$ cat src/core/itu_pkg.sv
// Package of constants and types for the interval timer unit.
package itu_pkg;

  // ****************************************************************
  // Register addresses
  // ****************************************************************
  localparam logic [7:0] ADDR_CONTROL  = 8'hA1;
  localparam logic [7:0] ADDR_FRACTION = 8'hA2;
  localparam logic [7:0] ADDR_SECONDS  = 8'hA3;
  localparam logic [7:0] ADDR_MINUTES  = 8'hA4;
  localparam logic [7:0] ADDR_HOURS    = 8'hA5;
  localparam logic [7:0] ADDR_COMPARE  = 8'hA6;

  // ****************************************************************
  // Control field positions and reset values
  // ****************************************************************
  localparam int          BIT_CLOCK_EN   = 0;
  localparam int          BIT_COUNT_EN   = 1;
  localparam int          BIT_MATCH      = 2;
  localparam int          BIT_SINGLE     = 3;
  localparam int          BIT_BASE_LO    = 4;
  localparam int          BIT_BASE_HI    = 5;
  localparam int          BIT_DAY_HOUR   = 6;
  localparam logic [7:0]  CONTROL_RESET  = 8'h00;
  localparam logic [7:0]  COMPARE_RESET  = 8'h00;
  localparam logic [7:0]  TIME_RESET     = 8'h00;
  localparam logic [6:0]  CONTROL_WMASK  = 7'h7F;

  // ****************************************************************
  // Counting limits
  // ****************************************************************
  localparam logic [7:0]  FRACTION_LAST  = 8'h7F;
  localparam logic [7:0]  SEXAGESIMAL_LAST = 8'h3B;
  localparam logic [7:0]  HOUR_LAST_DAY  = 8'h17;
  localparam logic [7:0]  HOUR_LAST_FULL = 8'hFF;

  // ****************************************************************
  // Timing
  // ****************************************************************
  localparam int          CLK_PERIOD_NS  = 100;
  localparam int          TICK_PERIOD_NS = 7812500;
  localparam int          TICK_CYCLES    = TICK_PERIOD_NS / CLK_PERIOD_NS;
  localparam int          DIV_WIDTH      = 17;

  // ****************************************************************
  // Types
  // ****************************************************************
  typedef enum logic [1:0] {
    ITU_BASE_FRACTION = 2'h0,
    ITU_BASE_SECONDS  = 2'h1,
    ITU_BASE_MINUTES  = 2'h2,
    ITU_BASE_HOURS    = 2'h3
  } itu_base_t;

  typedef struct packed {
    logic [7:0] hours;
    logic [7:0] minutes;
    logic [7:0] seconds;
    logic [7:0] fraction;
  } itu_time_t;

endpackage

$ cat src/core/itu_tick_div.sv
// Divider that makes the 1/128 second enable pulse from the core clock.
module itu_tick_div
  import itu_pkg::*;
#(
  parameter int DIV = TICK_CYCLES
) (
  input  wire logic clk_sys,
  input  wire logic rst_n,
  input  wire logic run,
  output logic      tick
);

  logic [DIV_WIDTH-1:0] cnt_q;

  // Held at zero while stopped so a restart begins a full period.
  always_ff @(posedge clk_sys or negedge rst_n) begin
    if (!rst_n) begin
      cnt_q <= '0;
      tick  <= 1'b0;
    end else if (!run) begin
      cnt_q <= '0;
      tick  <= 1'b0;
    end else if (cnt_q == DIV_WIDTH'(DIV - 1)) begin
      cnt_q <= '0;
      tick  <= 1'b1;
    end else begin
      cnt_q <= cnt_q + 1'b1;
      tick  <= 1'b0;
    end
  end

endmodule

$ cat src/core/itu_top.sv
// Interval timer unit: time-of-day counters, interval counter and register port.
//
// How it works
// - Intervals from 1/128 second to 256 hours.
// - Counting runs from slow timebase enable.
// - Counting continues regardless of power-down.
// - Selected register increment steps interval counter.
// - Compare match sets flag, requests interrupt.
// - Match while powered down wakes device if interrupt enabled.
// - Software loads time, then reads it.
// - Six registers, control at A1H resets 00H.
// - Timebase select picks interval step source.
// - Single shot clears enable; else auto-reload.
// - Fraction 0-127, seconds/minutes 0-59, hours 23/255.
// - Clock disable stops and restores written time.
module itu_top
  import itu_pkg::*;
#(
  parameter int TICK_DIV = TICK_CYCLES
) (
  input  wire logic       clk_sys,
  input  wire logic       rst_n,
  input  wire logic [7:0] sfr_addr,
  input  wire logic       sfr_wr,
  input  wire logic       sfr_rd,
  input  wire logic [7:0] sfr_wdata,
  input  wire logic       intr_enable,
  input  wire logic       powered_down,
  output logic      [7:0] sfr_rdata_q,
  output logic            irq_q,
  output logic            wake_q
);

  // ****************************************************************
  // Register state
  // ****************************************************************
  logic [6:0] control_q;
  logic [7:0] compare_q;
  logic [7:0] interval_q;
  itu_time_t  time_q;
  itu_time_t  shadow_q;
  logic       tick;

  logic       clock_en;
  logic       count_en;
  logic       single_shot;
  logic       day_hour;
  itu_base_t  base_sel;

  assign clock_en    = control_q[BIT_CLOCK_EN];
  assign count_en    = control_q[BIT_COUNT_EN];
  assign single_shot = control_q[BIT_SINGLE];
  assign day_hour    = control_q[BIT_DAY_HOUR];
  assign base_sel    = itu_base_t'(control_q[BIT_BASE_HI:BIT_BASE_LO]);

  function automatic logic wr_hit(input logic [7:0] a);
    wr_hit = sfr_wr && (sfr_addr == a);
  endfunction

  // ****************************************************************
  // Timebase
  // ****************************************************************
  // slow timebase enable
  itu_tick_div #(
    .DIV (TICK_DIV)
  ) u_div (
    .clk_sys (clk_sys),
    .rst_n   (rst_n),
    .run     (clock_en),
    .tick    (tick)
  );

  // ****************************************************************
  // Time-of-day counters
  // ****************************************************************
  logic       frac_wrap;
  logic       sec_wrap;
  logic       min_wrap;
  logic       hour_wrap;
  logic [7:0] hour_last;

  assign hour_last = day_hour ? HOUR_LAST_DAY : HOUR_LAST_FULL;
  assign frac_wrap = tick && (time_q.fraction == FRACTION_LAST);
  assign sec_wrap  = frac_wrap && (time_q.seconds == SEXAGESIMAL_LAST);
  assign min_wrap  = sec_wrap && (time_q.minutes == SEXAGESIMAL_LAST);
  assign hour_wrap = min_wrap && (time_q.hours == hour_last);

  always_ff @(posedge clk_sys or negedge rst_n) begin
    if (!rst_n) begin
      shadow_q <= '{default: TIME_RESET};
    end else begin
      if (wr_hit(ADDR_FRACTION)) begin
        shadow_q.fraction <= sfr_wdata;
      end
      if (wr_hit(ADDR_SECONDS)) begin
        shadow_q.seconds <= sfr_wdata;
      end
      if (wr_hit(ADDR_MINUTES)) begin
        shadow_q.minutes <= sfr_wdata;
      end
      if (wr_hit(ADDR_HOURS)) begin
        shadow_q.hours <= sfr_wdata;
      end
    end
  end

  // counts with no regard to power-down
  always_ff @(posedge clk_sys or negedge rst_n) begin
    if (!rst_n) begin
      time_q <= '{default: TIME_RESET};
    end else if (!clock_en) begin
      time_q <= shadow_q;
      if (wr_hit(ADDR_FRACTION)) begin
        time_q.fraction <= sfr_wdata;
      end
      if (wr_hit(ADDR_SECONDS)) begin
        time_q.seconds <= sfr_wdata;
      end
      if (wr_hit(ADDR_MINUTES)) begin
        time_q.minutes <= sfr_wdata;
      end
      if (wr_hit(ADDR_HOURS)) begin
        time_q.hours <= sfr_wdata;
      end
    end else begin
      // step each field on its carry
      if (wr_hit(ADDR_FRACTION)) begin
        time_q.fraction <= sfr_wdata;
      end else if (frac_wrap) begin
        time_q.fraction <= TIME_RESET;
      end else if (tick) begin
        time_q.fraction <= time_q.fraction + 8'h01;
      end
      if (wr_hit(ADDR_SECONDS)) begin
        time_q.seconds <= sfr_wdata;
      end else if (sec_wrap) begin
        time_q.seconds <= TIME_RESET;
      end else if (frac_wrap) begin
        time_q.seconds <= time_q.seconds + 8'h01;
      end
      if (wr_hit(ADDR_MINUTES)) begin
        time_q.minutes <= sfr_wdata;
      end else if (min_wrap) begin
        time_q.minutes <= TIME_RESET;
      end else if (sec_wrap) begin
        time_q.minutes <= time_q.minutes + 8'h01;
      end
      if (wr_hit(ADDR_HOURS)) begin
        time_q.hours <= sfr_wdata;
      end else if (hour_wrap) begin
        time_q.hours <= TIME_RESET;
      end else if (min_wrap) begin
        time_q.hours <= time_q.hours + 8'h01;
      end
    end
  end

  // ****************************************************************
  // Interval counter
  // ****************************************************************
  logic       step;
  logic [7:0] interval_next;
  logic       match;

  always_comb begin
    unique case (base_sel)
      ITU_BASE_FRACTION: step = tick;
      ITU_BASE_SECONDS:  step = frac_wrap;
      ITU_BASE_MINUTES:  step = sec_wrap;
      ITU_BASE_HOURS:    step = min_wrap;
    endcase
  end

  assign interval_next = interval_q + 8'h01;
  // 8-bit count of the chosen unit
  assign match = clock_en && count_en && step && (interval_next == compare_q);

  // reload to zero at each timeout
  always_ff @(posedge clk_sys or negedge rst_n) begin
    if (!rst_n) begin
      interval_q <= TIME_RESET;
    end else if (!count_en || !clock_en || match) begin
      interval_q <= TIME_RESET;
    end else if (step) begin
      interval_q <= interval_next;
    end
  end

  always_ff @(posedge clk_sys or negedge rst_n) begin
    if (!rst_n) begin
      compare_q <= COMPARE_RESET;
    end else if (wr_hit(ADDR_COMPARE)) begin
      compare_q <= sfr_wdata;
    end
  end

  // ****************************************************************
  // Control register
  // ****************************************************************
  // control resets to zero
  always_ff @(posedge clk_sys or negedge rst_n) begin
    if (!rst_n) begin
      control_q <= CONTROL_RESET[6:0];
    end else begin
      if (wr_hit(ADDR_CONTROL)) begin
        control_q <= sfr_wdata[6:0] & CONTROL_WMASK;
      end else if (match && single_shot) begin
        control_q[BIT_COUNT_EN] <= 1'b0;
      end
      if (match) begin
        control_q[BIT_MATCH] <= 1'b1;
      end
    end
  end

  // ****************************************************************
  // Requests to the core
  // ****************************************************************
  // registered core-side requests
  always_ff @(posedge clk_sys or negedge rst_n) begin
    if (!rst_n) begin
      irq_q  <= 1'b0;
      wake_q <= 1'b0;
    end else begin
      irq_q  <= control_q[BIT_MATCH] && intr_enable;
      wake_q <= control_q[BIT_MATCH] && intr_enable && powered_down;
    end
  end

  // ****************************************************************
  // Read port
  // ****************************************************************
  // six-register decode
  always_ff @(posedge clk_sys or negedge rst_n) begin
    if (!rst_n) begin
      sfr_rdata_q <= 8'h00;
    end else if (sfr_rd) begin
      unique case (sfr_addr)
        ADDR_CONTROL:  sfr_rdata_q <= {1'b0, control_q};
        ADDR_FRACTION: sfr_rdata_q <= time_q.fraction;
        ADDR_SECONDS:  sfr_rdata_q <= time_q.seconds;
        ADDR_MINUTES:  sfr_rdata_q <= time_q.minutes;
        ADDR_HOURS:    sfr_rdata_q <= time_q.hours;
        ADDR_COMPARE:  sfr_rdata_q <= compare_q;
        default:       sfr_rdata_q <= 8'h00;
      endcase
    end
  end

endmodule

$ cat config.mk
export PLATFORM = sky130hd
export DESIGN_NAME = itu_top
export DESIGN_NICKNAME = d
export VERILOG_FILES = /design/src/core/itu_pkg.sv /design/src/core/itu_tick_div.sv /design/src/core/itu_top.sv
export SDC_FILE = /design/constraint.sdc
export NUM_CORES = 1
export LEC_CHECK = 0
export BUFFER_PORTS_ARGS = -buffer_cell sky130_fd_sc_hd__buf_2
export CAP_MARGIN = 25
export CORE_UTILIZATION = 50
export DETAILED_ROUTE_END_ITERATION = 16
export PLACE_DENSITY = 0.74
export SLEW_MARGIN = 20
export SYNTH_ARGS = -nofsm -noshare
export SYNTH_HDL_FRONTEND = slang
export SYNTH_SLANG_ARGS = --single-unit
$ cat constraint.sdc
create_clock -name clk_sys -period 3.9 [get_ports clk_sys]
set_input_delay 0.78 -clock clk_sys [delete_from_list [all_inputs] [get_ports clk_sys]]
set_output_delay 0.78 -clock clk_sys [all_outputs]
set_load 0.005 [all_outputs]
==> Flow_metrics.wiki <==
{| class="wikitable"
! Metric !! Value
|-
| Result of the run || finished clean
|-
| Peak clock frequency supported by timing || 331.1 MHz
|-
| Vias after detailed routing || between 5k and 6k
|-
| Latest clock arrival within the worst-skew pair || ~0.42 ns
|-
| Average via count per standard cell || just over 6
|-
| Number of nets still failing antenna checks after routing || 0
|-
| Layout cell share with drive strength beyond 1 || roughly 14%
|-
| Horizontal extent of the die || 114.2 um
|-
| Crit path from || time_q[1]
|-
| Std-Cell Rows || 40
|-
| Worst Setup Path Type || reg -> reg
|-
| Most instantiated library cell after synthesis || sky130_fd_sc_hd__nand2_1
|-
| Post-synthesis average cell area || 8.998 um2
|-
| H-tree Lvls || 4
|-
| Iter 0 DRT Violations || roughly 500
|-
| Cell area after synthesis || 6299 um2
|-
| Buffer count from post-CTS setup fixing || 0
|-
| Power per cell area || 547.6 nW/um2
|-
| DRC viols || 0
|-
| Clock transition at the register clock pins on the worst setup and hold paths after CTS || 0.05 ns
|-
| Area used by sequential logic in the layout || 2878 um2
|-
| RSZ-0062 raised after global routing || false
|-
| Worst R2R Setup Slack || 0.88 ns
|-
| Top-area cell type share of the netlist area || 45.69%
|-
| Hold Worst Slack || 0.3610 ns
|-
| Setup crit end kind || flip-flop
|-
| Seq/Total Area, Yosys || 45.69%
|-
| Total routed wirelength || 16440 um
|-
| Average detailed-routed wire length per instance || around 18 um
|-
| Drt first pass iters || 7
|-
| Dominant synthesized flop cell || sky130_fd_sc_hd__dfrtp_1
|-
| Required time of the worst setup path || 4.18 ns
|-
| Number of max-slew violations in the final report || 0
|-
| Number of nets in the synthesized netlist || between 700 and 800
|-
| Total Power Consumption || 3.958 mW
|-
| IO Count || 32
|-
| Worst VDD drop || 0.0002787 V
|-
| Post-placement worst setup slack || 0.8404 ns
|-
| Remaining global-route overflow || 0
|-
| Reported leakage power || about 3.2 nW
|-
| Number of diodes added for antenna fixing || 0
|-
| Cell type contributing the most total cell area after synthesis || sky130_fd_sc_hd__dfrtp_1
|-
| Fin. Hold Viols || 0
|-
| Die span in y || 114.2 um
|-
| Die Footprint || 13050 um2
|-
| Via count of the first global-routing pass || about 5.3k
|-
| TritonCTS clock tree || done
|-
| Area growth syn-to-layout || 14.76%
|-
| Number of port buffers || 31
|-
| # Max-Cap Violations || 0
|-
| Top area cells in the synthesized netlist || sky130_fd_sc_hd__dfrtp_1 (46%), sky130_fd_sc_hd__nand2_1 (7.8%), sky130_fd_sc_hd__o21ai_0 (4.1%)
|-
| Peak fanout along the critical path || 10
|-
| Synth Instances || 700
|-
| Area of the core || 12160 um2
|-
| Most frequent cells after synthesis || sky130_fd_sc_hd__nand2_1 (131), sky130_fd_sc_hd__dfrtp_1 (115), sky130_fd_sc_hd__nor2_1 (59)
|-
| Filler cell count in the final layout || between 1k and 1.5k
|-
| Crit path launch type || flip-flop
|-
| Number of synthesized register bits || about 120
|-
| Number of distinct library cells after synthesis || 65
|-
| Hold crit path type || in -> async
|-
| Aggregate negative setup slack || 0 ns
|-
| GPL Wtd Cong || 0.9178
|-
| Total number of clock tree sinks || roughly 120
|-
| Post-layout nets || 756
|-
| Starting Density || between 50% and 60%
|-
| Final Skew || 0.006931 ns
|-
| Root buffer cell || sky130_fd_sc_hd__clkbuf_16
|-
| Area taken by multi-input logic gates || around 3200 um2
|-
| Max clock buf depth || 2
|-
| Number of flops mapped to enable cells by yosys || 0
|-
| Fraction of registers with async set or reset after synthesis || 100.0%
|-
| Least setup slack across all paths after layout || 0.8797 ns
|-
| Slew at the pin with the worst max-slew slack || 0.7898 ns
|-
| Number of antenna violations at the first check in global routing || 0
|-
| Final-report setup violation count || 0
|-
| Ratio of final minimum period to clock period || ~77%
|-
| Worst-case headroom to the max-slew limit || 45.99%
|-
| Final critical-path required period || approximately 3.0 ns
|-
| Pin count of the biggest net entering global routing || ~70
|-
| Yosys warnings || 0
|-
| Half-perimeter wire length of the detailed placement result || about 11000 um
|-
| First-pass GRT wire length || around 27000 um
|-
| Clock buffers created by TritonCTS || 17
|-
| Number of hold buffers added after cts || 0
|-
| Global routing usage summed across all routing layers || 26.94%
|-
| Arrival time of data at the critical path endpoint || around 3.3 ns
|-
| Resize count post-CTS || 0
|-
| Beginning of the worst register-to-register path || time_q[1]
|}
-- final cells by class --
cell class | instances | share of cell area, %
Inverter | 24 | 1.246
Clock buffer | 18 | 6.076
Tap cell | 168 | 2.908
Sequential cell | 115 | 39.81
Timing Repair Buffer | 37 | 2.977
Multi-Input combinational cell | 532 | 44.42
Clock inverter | 14 | 2.562
-- critical path: stages (launching register included) --
cell                        delay [ns]
sky130_fd_sc_hd__dfrtp_1          0.44
sky130_fd_sc_hd__ha_1             0.29
sky130_fd_sc_hd__nand4_4          0.15
sky130_fd_sc_hd__or4_4            0.67
sky130_fd_sc_hd__a2111oi_0        0.72
sky130_fd_sc_hd__nor2_1           0.28
sky130_fd_sc_hd__a21oi_1          0.21
sky130_fd_sc_hd__o2111ai_1        0.12
-- worst paths after layout --
| check | to | cells past startpoint |
|---|---|---|
| min reg2reg | sfr_rdata_q[6] | 1 |
| max in group asynchronous | time_q[15] | 2 |
| max reg2reg | time_q[31] | 7 |
| min | time_q[27] | 1 |
| max | time_q[31] | 7 |
| min in group clk_sys | sfr_rdata_q[6] | 1 |
-- routing by layer --
layer  vias up  part of all wire, %  track usage [%]
li1       2570                    -                -
met1      2702                   42            34.30
met2       227                   48            42.55
met3        50                  6.0            6.141
met4         0                  4.1            15.06
met5         -                    0                0
-- cells by family after synthesis --
| family | share of synthesized area, % |
|---|---|
| AND/OR/NAND/NOR | 22.90 |
| AO/OA/AOI/OAI | 16.01 |
| flip-flops | 45.69 |
| buffers and inverters | 3.437 |
| XOR/XNOR | 4.728 |
| multiplexers | 5.840 |
| adder cells (fa/ha/maj) | 1.390 |
-- registers in the layout, summed over array words and instances (netlist names) --
name	cells
control_q	7
u_div.cnt_q	17
sfr_rdata_q	8
u_div.tick	1
interval_q	8
time_q	32
shadow_q	32
compare_q	8
wake_q	1
irq_q	1
-- power breakdown --
group          internal [mW]  switching, mW  total, mW  leakage, nW
sequential              1.37          0.283       1.66         1.48
combinational          0.300          0.362      0.662         1.43
clock                   1.08          0.560       1.64        0.302
-- cell usage in the layout, fill, tap and decap left out, drive strengths merged, types with 4 or more instances in the layout --
| cell | instances |
|---|---|
| a221oi | 10 |
| a21oi | 35 |
| nor4 | 5 |
| and3 | 15 |
| buf | 37 |
| nand4 | 14 |
| nand2 | 131 |
| o21ai | 51 |
| a211o | 5 |
| clkinv | 6 |
| clkbuf | 18 |
| nor3b | 4 |
| nor3 | 8 |
| or4 | 5 |
| nand3b | 4 |
| mux2 | 22 |
| nor2b | 7 |
| mux2i | 12 |
| or3 | 7 |
| o221ai | 4 |
| inv | 25 |
| o21a | 7 |
| xor2 | 17 |
| nor2 | 59 |
| ha | 7 |
| a22oi | 9 |
| bufinv | 4 |
| xnor2 | 17 |
| dfrtp | 115 |
| nand3 | 26 |
-- through the flow --
step                      instances  utilization [%]  cell area [um2]
after global routing            908            59.43             7228
after CTS                       908            59.43             7228
after global placement          876            54.30             6604
final                           908            59.43             7228
after floorplan                 700                -             6299
after detailed placement        876            54.30             6604
Note: power is estimated with default switching activity, not from simulation.
